===== src/rtl/wtu_pkg.sv =====
/*
  Constants for the watchdog timer unit: register offsets, field positions,
  reset values and the machine-cycle divide.
  Assumes an 8-bit register port and the oscillator as the block clock.
*/
package wtu_pkg;
  // register offsets
  localparam logic [7:0] WTU_CTRL_OFS = 8'h8f; // watchdog_control
  localparam logic [7:0] WTU_PWR_OFS  = 8'h87; // power_control
  localparam logic [7:0] WTU_STS_OFS  = 8'h90; // interrupt status
  localparam logic [7:0] WTU_MSK_OFS  = 8'h91; // interrupt mask
  // watchdog_control fields
  localparam int WTU_EN_BIT   = 7; // watchdog_run_enable
  localparam int WTU_RST_BIT  = 6; // watchdog_restart
  localparam int WTU_IDLE_BIT = 5; // watchdog_idle_run
  localparam int WTU_PS_LSB   = 0; // prescale_sel_hi..lo, 3 bits
  // power_control fields
  localparam int WTU_IDL_BIT  = 0; // idle_request
  localparam int WTU_PD_BIT   = 1; // powerdown_request
  localparam int WTU_GF_LSB   = 2; // two general flags
  // status and mask fields
  localparam int WTU_EV_TOUT  = 0; // time-out happened
  localparam int WTU_EV_RSTD  = 1; // restart carried out
  // reset values
  localparam logic [7:0] WTU_CTRL_RST = 8'h00;
  localparam logic [7:0] WTU_PWR_RST  = 8'h00;
  localparam logic [1:0] WTU_STS_RST  = 2'h0;
  localparam logic [1:0] WTU_MSK_RST  = 2'h0;
  // timing: oscillator clocks per machine cycle, counter widths
  localparam int WTU_MC_DIV  = 12;
  localparam int WTU_TMR_W   = 14;
  localparam int WTU_PRE_W   = 8;
endpackage


===== src/rtl/wtu_watchdog.sv =====
/*
  Watchdog timer unit with idle and power-down control and an interrupt
  status/mask pair.
  Assumes CLK is the oscillator, all inputs are synchronous to CLK and the
  SYS_RESET pulse is fed back by the system into the device reset.
*/
// Local design decision: strobed register access.
`timescale 1ns/1ps
module wtu_watchdog
  import wtu_pkg::*;
#(
  parameter int TMR_W = WTU_TMR_W,
  parameter int PRE_W = WTU_PRE_W
) (
  // clock, reset, enable
  input  wire logic       CLK,
  input  wire logic       RST,
  input  wire logic       CE,
  // register port
  input  wire logic [7:0] ADDR,
  input  wire logic [7:0] WDATA,
  input  wire logic       WR,
  input  wire logic       RD,
  output logic      [7:0] RDATA,
  // system side
  input  wire logic       WAKE_INT,
  output logic            SYS_RESET,
  output logic            CPU_HALT,
  output logic            OSC_HALT,
  output logic            IRQ
);

  typedef struct packed {
    logic [3:0]       mc;
    logic [PRE_W-1:0] pre;
    logic [TMR_W-1:0] tmr;
    logic             en;
    logic             restart;
    logic             idle_run;
    logic [2:0]       ps;
    logic             idle;
    logic             pd;
    logic             halt;
    logic [1:0]       gf;
    logic [1:0]       sts;
    logic [1:0]       msk;
    logic             irq;
    logic             sys_rst;
    logic [7:0]       rdata;
  } wtu_state_s;

  localparam logic [3:0] MC_LAST = 4'(WTU_MC_DIV - 1);

  wtu_state_s q;
  wtu_state_s next_q;

  logic             tick;
  logic             run;
  logic             pre_wrap;
  logic             timeout;
  logic [PRE_W-1:0] pre_top;
  logic [1:0]       ev;
  logic [7:0]       rd_mux;

  // divide ratio 2^(ps+1); 256 wraps to zero, so top becomes all ones
  assign pre_top = PRE_W'((PRE_W+1)'(2) << q.ps) - PRE_W'(1);
  // one machine cycle per twelve oscillator clocks; frozen in power-down
  assign tick = CE && !q.pd && (q.mc == MC_LAST);
  // counting gate: enable, not powered down, idle only if allowed
  assign run = q.en && !q.pd && (!q.idle || q.idle_run);
  assign pre_wrap = (q.pre == pre_top);
  // time-out on timer wrap from all ones
  assign timeout = tick && run && !q.restart && pre_wrap
                   && (&q.tmr);

  // read mux; reserved bits read as zero
  always_comb begin
    case (ADDR)
      WTU_CTRL_OFS: begin
        rd_mux = 8'h00;
        rd_mux[WTU_EN_BIT] = q.en;
        rd_mux[WTU_RST_BIT] = q.restart;
        rd_mux[WTU_IDLE_BIT] = q.idle_run;
        rd_mux[WTU_PS_LSB +: 3] = q.ps;
      end
      WTU_PWR_OFS: begin
        rd_mux = 8'h00;
        rd_mux[WTU_IDL_BIT] = q.idle;
        rd_mux[WTU_PD_BIT] = q.pd;
        rd_mux[WTU_GF_LSB +: 2] = q.gf;
      end
      WTU_STS_OFS: rd_mux = {6'h00, q.sts};
      WTU_MSK_OFS: rd_mux = {6'h00, q.msk};
      default:     rd_mux = 8'h00;
    endcase
  end

  // next-state logic for the whole block
  always_comb begin
    next_q = q;
    ev = 2'h0;
    if (CE) begin
      next_q.sys_rst = 1'b0;
      // machine-cycle divider stops with the oscillator
      if (!q.pd) begin
        next_q.mc = (q.mc == MC_LAST) ? 4'h0 : q.mc + 4'h1;
      end
      // restart is taken on the next machine cycle boundary
      if (tick && q.restart) begin
        next_q.pre = '0;
        next_q.tmr = '0;
        next_q.restart = 1'b0;
        ev[WTU_EV_RSTD] = 1'b1;
      end else if (tick && run) begin
        next_q.pre = pre_wrap ? '0 : q.pre + PRE_W'(1);
        if (pre_wrap) begin
          next_q.tmr = q.tmr + TMR_W'(1);
        end
      end
      // interrupt wakes the cpu from idle, never from power-down
      if (q.idle && !q.pd && WAKE_INT) begin
        next_q.idle = 1'b0;
      end
      // register writes
      if (WR) begin
        case (ADDR)
          WTU_CTRL_OFS: begin
            next_q.en = WDATA[WTU_EN_BIT];
            next_q.restart = WDATA[WTU_RST_BIT];
            next_q.idle_run = WDATA[WTU_IDLE_BIT];
            next_q.ps = WDATA[WTU_PS_LSB +: 3];
          end
          WTU_PWR_OFS: begin
            next_q.idle = WDATA[WTU_IDL_BIT];
            // power-down only sets here; the cpu cannot run to clear it
            next_q.pd = q.pd || WDATA[WTU_PD_BIT];
            next_q.gf = WDATA[WTU_GF_LSB +: 2];
          end
          WTU_MSK_OFS: next_q.msk = WDATA[1:0];
          default: begin
          end
        endcase
      end
      // time-out clears the control, power and counter fields over any write to them; mask is kept and status gains the time-out flag
      if (timeout) begin
        next_q.sys_rst = 1'b1;
        next_q.en = 1'b0;
        next_q.restart = 1'b0;
        next_q.idle_run = 1'b0;
        next_q.ps = 3'h0;
        next_q.pre = '0;
        next_q.tmr = '0;
        next_q.idle = 1'b0;
        next_q.pd = 1'b0;
        next_q.gf = 2'h0;
        ev[WTU_EV_TOUT] = 1'b1;
      end
      // halt kept in a flop so the output needs no gate after it
      next_q.halt = next_q.idle || next_q.pd;
      // read of status clears it, but a new event in that cycle wins
      next_q.sts = ((RD && ADDR == WTU_STS_OFS) ? 2'h0 : q.sts) | ev;
      next_q.irq = |(next_q.sts & next_q.msk);
      next_q.rdata = RD ? rd_mux : 8'h00;
    end
  end

  // single state register; async reset clears and disables all
  always_ff @(posedge CLK or posedge RST) begin
    if (RST) begin
      q <= '0;
      q.en <= WTU_CTRL_RST[WTU_EN_BIT];
      q.idle_run <= WTU_CTRL_RST[WTU_IDLE_BIT];
      q.idle <= WTU_PWR_RST[WTU_IDL_BIT];
      q.pd <= WTU_PWR_RST[WTU_PD_BIT];
      q.halt <= WTU_PWR_RST[WTU_IDL_BIT] || WTU_PWR_RST[WTU_PD_BIT];
      q.sts <= WTU_STS_RST;
      q.msk <= WTU_MSK_RST;
    end else begin
      q <= next_q;
    end
  end

  // outputs straight from the state register
  assign RDATA = q.rdata;
  assign SYS_RESET = q.sys_rst;
  assign CPU_HALT = q.halt;
  assign OSC_HALT = q.pd;
  assign IRQ = q.irq;
endmodule // wtu_watchdog


===== config.mk =====
export PLATFORM = sky130hd
export DESIGN_NAME = wtu_watchdog
export DESIGN_NICKNAME = d
export VERILOG_FILES = /design/src/rtl/wtu_pkg.sv /design/src/rtl/wtu_watchdog.sv
export SDC_FILE = /design/constraint.sdc
export NUM_CORES = 1
export LEC_CHECK = 0
export BUFFER_PORTS_ARGS = -buffer_cell sky130_fd_sc_hd__buf_2
export CAP_MARGIN = 20
export CORE_AREA = 2 2 99 101
export DETAILED_ROUTE_END_ITERATION = 10
export DIE_AREA = 0 0 101 103
export HOLD_SLACK_MARGIN = 0.06
export REMOVE_ABC_BUFFERS = 1
export SETUP_SLACK_MARGIN = 0.05
export SYNTH_ARGS = -nofsm -noshare
export SYNTH_HDL_FRONTEND = slang
export SYNTH_SLANG_ARGS = --single-unit

===== constraint.sdc =====
create_clock -name CLK -period 7.8 [get_ports CLK]
set_input_delay 1.56 -clock CLK [delete_from_list [all_inputs] [get_ports CLK]]
set_output_delay 1.56 -clock CLK [all_outputs]
set_load 0.01 [all_outputs]

==> results.md, run 1 <==
Status:
- The run finished with clean final reports.

Placement:
- At the end of routability-driven placement, the weighted congestion stood at 0.7952.
- At the placement stage, the worst setup path has a slack of 3159 ps.
- The number of buffer cells added on primary ports is 31.
- Once placement completed, the tool counted placed cells totaling 442.
- Detailed placement finished with a half-perimeter wire length of 4530 µm.

Layout:
- The number of inserted filler cells in the final layout is 991.
- For this run, the post-layout net count is 362.
- The final non-filler cell total is 451.
- The fraction of final layout cells with drive strength greater than 1 is 14.54%.
- The area growth from synthesis to layout is 11.60%.
- The number of antenna diodes in the final layout is 0.
- The core occupancy in the finished layout is 34.37%.

Timing:
- The number of max-slew violations in the final report is 0.
- In the finished design, the share of the clock period the worst path needs comes to 54.99%.
- Derived from the worst setup path, the maximum achievable clock frequency is 233.1 MHz.
- The actual transition at the worst max-transition pin is 679.1 ps.
- Across all setup checks in the final design, the least slack found is 3511 ps.
- Setup repair after global routing left no endpoint under its margin.
- The post-route minimum period is 4289 ps.
- The worst setup skew after layout is 13.69 ps.
- In this run the tightest slew margin relative to its limit is 54.38%.
- The final count of hold timing violations is 0.
- Setup violations remaining at the end of the flow were counted as 0.
- Setup total negative slack on the finished layout was measured at 0 ps.

Worst setup path:
- The largest fanout of any net on the critical path is 27.
- Counting both buffers and inverters, the worst setup path holds a total of 1.
- Among the stages of the critical path, the cell type that occurs most often is sky130_fd_sc_hd__nand2b_1.
- The endpoint class of the critical path is a flip-flop.
- The data required time of the worst path is 7970 ps.
- STA puts the critical path data arrival time at 4460 ps.
- The standard cell with the maximum stage delay on the critical path is sky130_fd_sc_hd__or4b_1.
- On the critical path the largest part of the delay comes from simple AND/OR/NAND/NOR gates.
- The longest individual stage delay on the worst path is 670 ps.
- Traced cell by cell, the critical path runs through buf_2 -> nand2b_1 -> or4b_1 -> a2111o_1 -> nand2b_1 -> nand2_1 -> nor2_1.
- STA classifies the critical path startpoint as a primary input.
- The kind of critical path is in -> reg.

CTS:
- The TritonCTS buffer count is 5.
- The number of H-tree branching levels is 2.
- TritonCTS built the clock tree.
- The number of setup buffers added after CTS is 0.
- The tree is rooted in a sky130_fd_sc_hd__clkbuf_8.
- Once the clock tree was built, the resizer swapped 0 gates to a different size.
- The count of hold buffers inserted by post-cts repair is 0.
- For this design, the sink count on the clock tree is 50.
- The source-to-sink clock delay at the later pin of the worst-skew pair is 310 ps.
- The largest buffer count on any clock path is 2.
- The post-CTS clock slew at the launch and capture registers of the worst setup and hold paths is 100 ps.

Detailed routing:
- For this run, the detailed router's first-pass iteration total came to 4.
- The number of nets with antenna violations after routing is 0.
- The violation count after the first detailed-route iteration is 105.
- The routed wire length is 6103 µm.
- In the final routed layout, each cell accounts on average for 13.53 µm.
- The via count normalized by instance count is 5.069.
- The post-detailed-route DRC marker count is 0.
- Summing over every cut layer, the via total after detailed routing is 2286.

Yosys:
- The fraction of registers with async set or reset after synthesis is 100.0%.
- The mapped cell area is 2913 µm².
- In this run, synthesis produced a sequential element count of 50.
- In this run, synthesis inferred 0 flip-flops with an integrated enable.
- The cell type with the largest total area after synthesis is sky130_fd_sc_hd__dfrtp_1.
- The netlist uses 53 different library cells.
- The flip-flop cell with the highest count after synthesis is sky130_fd_sc_hd__dfrtp_1.
- Each instance of the synthesized netlist takes up on average 9.160 µm².
- Synthesis handed over a netlist of 318 instances.
- The share of Yosys cell area claimed by the top area cell type is 42.96%.
- Ranked by total cell area, the synthesized netlist is headed by sky130_fd_sc_hd__dfrtp_1 43%, sky130_fd_sc_hd__nand2_1 5.2%, sky130_fd_sc_hd__xnor2_1 4.8%.
- During synthesis, Yosys emitted a total of 0 warnings.
- The register area share after synthesis is 42.96%.

Power and ir drop:
- The combinational cell fraction of total power is 10.2%.
- The share of total power in sequential cells is 50.5%.
- The standby leakage power is 1.457 nW.
- The internal portion of the total power is 0.0004339 W.
- The power per standard cell area is 173.6 nW/µm².
- The clock network accounts for 39.3% of the total power.
- Net switching is 23.09% of the power.
- For this design the total switching power over the nets is 0.0001303 W.
- The worst vdd rail ir drop is 0.00009836 V.

Global routing:
- The via count of the first global-routing pass came to 2273.
- The maximum number of pins on one net before global-route repair is 51.
- The first-pass GRT wire length is 10720 µm.
- The initial antenna violation count is 0.
- Global routing used 12.72% of the available tracks across all layers.
- Summed over all layers, the global routing overflow is 0.

Floorplanning:
- The height of the chip is 103 µm.
- The initial utilization of the core area, before any placement, comes to 30.79%.
- After floorplanning, the core was sized to cover 9459 µm².
- The floorplan has 36 rows.
- The number of I/O pins is 34.
- In this run the horizontal extent of the chip is 101 µm.
- The die covers 10400 µm².

Hold path:
- The worst min-delay path category is reg -> reg.

Job:
- Max-cap violations in this run came to 0.
## cells in the final DEF (no fill, tap or decap), drive strengths merged, types with 2 or more instances in the layout
cell type / Yosys / layout
nand3b: 3 / 3
mux2: 2 / 2
a22o: 5 / 5
clkbuf: 7 / 6
xor2: 6 / 6
mux2i: 5 / 5
nand2: 40 / 40
a211oi: 4 / 4
buf: 14 / 32
nor3: 6 / 6
or3: 3 / 3
nand2b: 4 / 4
o2bb2ai: 3 / 3
xnor2: 16 / 16
and3: 3 / 3
a31oi: 2 / 2
a21o: 5 / 5
nor3b: 2 / 2
a21oi: 14 / 14
ha: 4 / 4
a22oi: 3 / 3
nor2: 32 / 32
and2: 5 / 5
nand3: 12 / 12
o21ai: 19 / 19
nand4: 8 / 8
inv: 14 / 14
bufinv: 0 / 2
a2111oi: 6 / 6
nand4b: 2 / 2
and4: 3 / 3
or4b: 2 / 2
dfrtp: 50 / 50
## power groups by stage
stage | clock (W) | sequential, W | combinational, W
after global routing | 0.000239 | 0.000288 | 0.0000661
final | 0.000222 | 0.000285 | 0.0000573
after floorplan | 0 | 0.000287 | 0.0000390
after detailed placement | 0 | 0.000290 | 0.0000570
after global placement | 0 | 0.000289 | 0.0000555
after CTS | 0.000229 | 0.000285 | 0.0000571
## synthesized netlist by cell type (all sizes together) (2+ instances only)
library cell and instances:
mux2 2, a211oi 4, nand2 40, nand4 8, a31oi 2, xor2 6, nand2b 4, inv 14
a21oi 14, and4 3, dfrtp 50, nand4b 2, nand3b 3, buf 14, a22oi 3, nand3 12
and3 3, xnor2 16, o2bb2ai 3, a21o 5, mux2i 5, or3 3, a2111oi 6, ha 4
or4b 2, nor2 32, o21ai 19, clkbuf 7, and2 5, a22o 5, nor3b 2, nor3 6
## final timing paths
path	start	to	slack, ps	cells after the start
setup / recovery	CE	q[35]	3510	7
hold / removal	RDATA[5]	RDATA[5]	500	1
setup reg to reg	q[21]	q[35]	4150	10
hold reg to reg	RDATA[5]	RDATA[5]	500	1
max in group asynchronous	RST	q[14]	6040	3
min in group asynchronous	RST	q[27]	1240	2
## sequential cells by signal (all words and copies together), names as in the netlist
register and count:
OSC_HALT 1, SYS_RESET 1, IRQ 1, CPU_HALT 1, RDATA 7, q 39
## logic make-up after synthesis
family	count (synthesis)	share of synthesized area (%)
compound gates	70	17.91
other cells	1	0.1287
simple gates	129	22.17
fa+ha+maj	4	1.718
mux	7	2.491
xor+xnor	22	6.615
buf+inv	35	6.014
flops	50	42.96
## area by class of cell
class | instances | area (µm²) | area share, %
Multi-Input combinational cell | 233 | 1486 | 45.73
Timing Repair Buffer | 32 | 175.2 | 5.389
Inverter | 14 | 52.55 | 1.617
Clock inverter | 2 | 60.06 | 1.848
Clock buffer | 6 | 82.58 | 2.540
Sequential cell | 50 | 1251 | 38.49
Tap cell | 114 | 142.6 | 4.388
## stage by stage
| step | total power, W | cell area [µm²] | hold WS, ps |
|---|---|---|---|
| final | 0.0005642 | 3251 | 498.4 |
| after global routing | 0.0005928 | 3251 | 531.7 |
| after CTS | 0.0005714 | 3231 | 502.5 |
| after detailed placement | 0.0003472 | 3088 | 474.9 |
| after global placement | 0.0003450 | 3088 | 471.9 |
| after floorplan | 0.0003260 | 2790 | 452.4 |
## metal layers
| layer | part of all wire [%] | vias to the layer above | global-route usage [%] |
|---|---|---|---|
| met4 | 0.44 | 0 | 3.430 |
| met2 | 47 | 30 | 21.13 |
| met3 | 2.6 | 2 | 2.169 |
| met5 | 0 | - | 0 |
| li1 | - | 1160 | - |
| met1 | 50 | 1094 | 17.24 |
No activity file was read; power rests on OpenSTA's default activity.
==> run 2, diff against run 1 <==
==> constraint.sdc (replaced) <==
create_clock -name CLK -period 4.35 [get_ports CLK]
set_input_delay 0.87 -clock CLK [delete_from_list [all_inputs] [get_ports CLK]]
set_output_delay 0.87 -clock CLK [all_outputs]
set_load 0.01 [all_outputs]
==> run 2 against run 1 <==
Effect of this change: critical path depth increased by 4; final cell count increased by 0.44%; clock power increased by 27%; core utilization decreased by 0.34 points; largest power group unchanged.
==> results.md, run 2 (synthesis results as in run 1) <==
Worst setup path:
- The critical path startpoint category is a flip-flop.
- The number of buffers and inverters on the critical path is 1.
- In this run the worst path has a maximum fanout of 18.
- For this design, the slowest cell found on the critical path is sky130_fd_sc_hd__dfrtp_1.
- The worst setup slack for register-to-register paths is 830 ps.
- The critical path startpoint is q[21].
- The largest single stage delay on the critical path is 530 ps.
- The worst setup path is of the reg -> reg kind.
- STA puts the critical path data arrival time at 3690 ps.
- Walking the worst path, the cells encountered are nor2_1 -> nand2_1 -> ha_1 -> xor2_1 -> xnor2_1 -> o2111ai_1 -> a2111o_1 -> buf_4 -> nand2b_1 -> nand2_1 -> nor2_1.
- The worst register-to-register path begins at q[21].
- The worst setup path is captured at a flip-flop.
- STA puts the critical path data required time at 4520 ps.
- The critical register-to-register path endpoint is q[35].
- The depth of the most critical reg-to-reg path is 11.
- The most critical setup path has its endpoint at q[35].
- The instance count on the critical path is 11.
- The kind of cell adding the most delay to the critical path is simple AND/OR/NAND/NOR gates.

Detailed routing:
- The detailed-route wire length on metal 1 is 3138 µm.
- The number of nets with antenna violations after routing is 0.
- The violation count after the first detailed-route iteration is 83.
- The detailed route wirelength on metal3 is 164 µm.
- The routed design uses 2936 µm of met2 wire.
- The highest layer touched by signal routing is met4.
- The routed wire length is 6279 µm.
- After detailed routing, the average wire length per cell comes to 13.86 µm.
- The post-detailed-route DRC marker count is 0.
- The pre-antenna-repair detailed-routing pass consisted of 4 iterations.
- In the routed layout, each cell is associated on average with a via count of 5.161.
- The routed layout has 2338 vias.

Placement:
- Counting tap cells, the placed design contains a total of 444 instances.
- The count of buffers added on input and output ports is 31.
- Once detailed placement completed, the half-perimeter wirelength came to 4502 µm.
- The congestion estimate from routability-driven global placement came to 0.8294.

Timing:
- Timing would allow up to 284.4 MHz.
- Hold is met by 491.4 ps.
- The actual transition at the worst max-transition pin is 609.1 ps.
- The number of max-slew violations in the final report was 0.
- In the finished design, the share of the clock period the worst path needs comes to 80.83%.
- The final count of hold timing violations came to 0.
- Setup repair after global routing left no endpoint under its margin.
- Setup violations remaining at the end of the flow were counted as 0.
- The headroom to the max-slew limit is 59.08%.
- The post-route minimum period is 3516 ps.
- On the final layout, the worst clock skew is 8.452 ps.
- After routing, the total negative slack on setup checks comes to 0 ps.

Hold path:
- The worst hold path belongs to the class reg -> reg.

Layout:
- The number of antenna diodes in the final layout is 0.
- The area growth from synthesis to layout is 10.48%.
- Leaving out fill and tap cells, the most frequent cell in the layout is sky130_fd_sc_hd__dfrtp_1.
- The fraction of final layout cells with drive strength greater than 1 is 15.04%.
- The final non-filler cell total is 453.
- In the layout the commonest cells are 50 x sky130_fd_sc_hd__dfrtp_1, 40 x sky130_fd_sc_hd__nand2_1, 32 x sky130_fd_sc_hd__nor2_1.
- The register with the most flip-flops in the final layout is q.
- The register with the most flip-flops in the layout has 39 of them.
- The net count of the finished layout is 364.

Floorplanning:
- The overall die area is 10400 µm².
- The initial utilization of the core area, before any placement, comes to 30.79%.
- The floorplan step set the die height to 103 µm.
- The floorplan die width is 101 µm.
- The area inside the core boundary is 9459 µm².
- The number of I/O pins is 34.
- In this run the core area contains 36 standard-cell rows.

Power and ir drop:
- The overall power of the completed layout is 0.0008963 W.
- In this run, the combinational gates consume 11.6% of the power.
- The analysis attributes to net switching a power of 0.0002345 W.
- The internal power of the cells totals 0.0006618 W.
- The clock network is responsible for 31.4% of the overall power.
- The power per standard cell area is 278.5 nW/µm².
- The share of total power in sequential cells is 57.0%.
- The switching share of total power is 26.16%.
- The worst vdd rail ir drop is 0.0001299 V.
- For this design the static power due to leakage is 1.442 nW.

CTS:
- In this run the clock root is driven by a sky130_fd_sc_hd__clkbuf_8.
- No sink is reached through more buffers than the 2 on the longest clock path.
- TritonCTS built the clock tree.
- The total clock sinks is 50.
- In this run the number of H-tree levels came out at 2.
- The TritonCTS buffer count is 5.
- The post-CTS clock slew at the launch and capture registers of the worst setup and hold paths is 90 ps.
- After clock tree synthesis, the setup repair step added 0 buffers.
- The clock reaches the later pin of the worst-skew pair after 300 ps.
- Buffers inserted to repair hold after CTS numbered 0.
- Once the clock tree was built, the resizer swapped 0 gates to a different size.

Global routing:
- The via count of the first global-routing pass is 2248.
- The remaining global-route overflow is 0.
- The first-pass GRT wire length is 10780 µm.
- In the global route stage, overall resource usage came out at 12.84%.
- The maximum number of pins on one net before global-route repair is 51.
- The initial antenna violation count is 0.

Status:
- The flow ran to the end, and the final reports show no timing, DRC or antenna violations.

Job:
- The tool flagged a number of max-cap violations equal to 0.
run 2: changes by cell type in the layout (fill, tap and decap cells not counted), sizes merged:
cell,delta
buf,+2
clkinv,+1
bufinv,-2
clkinvlp,+1
run 2: how the worst min path moves through the flow:
stage               startpoint         to  slack, ps  cells past startpoint
floorplan                q[22]      q[22]        450                      2
global placement     SYS_RESET  SYS_RESET        470                      1
detailed placement   SYS_RESET  SYS_RESET        460                      1
CTS                  SYS_RESET  SYS_RESET        490                      1
global route          RDATA[5]   RDATA[5]        530                      1
finish               SYS_RESET  SYS_RESET        490                      1
run 2: metrics by stage:
step	setup slack, ps	area (µm²)	util [%]
final	834.0	3218	34.02
after global routing	496.3	3218	34.02
after CTS	834.3	3198	33.81
after detailed placement	863.1	3103	32.80
after global placement	914.1	3103	32.80
after floorplan	1341	2790	-
run 2: worst reg2reg max path, delay by kind of cell, from the launching register on:
kind / cells / cell delay, ps
buffers and inverters: 1 / 200
AND/OR/NAND/NOR: 5 / 1330
flip-flops: 1 / 530
AO/OA/AOI/OAI: 2 / 670
XOR/XNOR: 2 / 370
adder cells (fa/ha/maj): 1 / 310
run 2: layout make-up:
class | count | area (µm²)
inverter | 14 | 52.55
tap | 114 | 142.6
sequential | 50 | 1251
multi-input combinational | 233 | 1486
fill | 991 | 6241
clock buffer | 6 | 82.58
timing repair buffer | 34 | 190.2
clock inverter | 2 | 12.51
run 2: power by group through the flow:
stage	Combinational [W]	Clock, W	Sequential [W]
final	0.000104	0.000281	0.000511
after global routing	0.000120	0.000315	0.000514
after CTS	0.000104	0.000298	0.000511
after detailed placement	0.000104	0	0.000520
after global placement	0.000100	0	0.000519
after floorplan	0.0000699	0	0.000515
run 2: layer usage:
| metal | up-vias | GRT usage [%] |
|---|---|---|
| met5 | - | 0 |
| met4 | 0 | 3.430 |
| met3 | 2 | 1.966 |
| met2 | 34 | 21.38 |
| met1 | 1148 | 17.53 |
| li1 | 1154 | - |
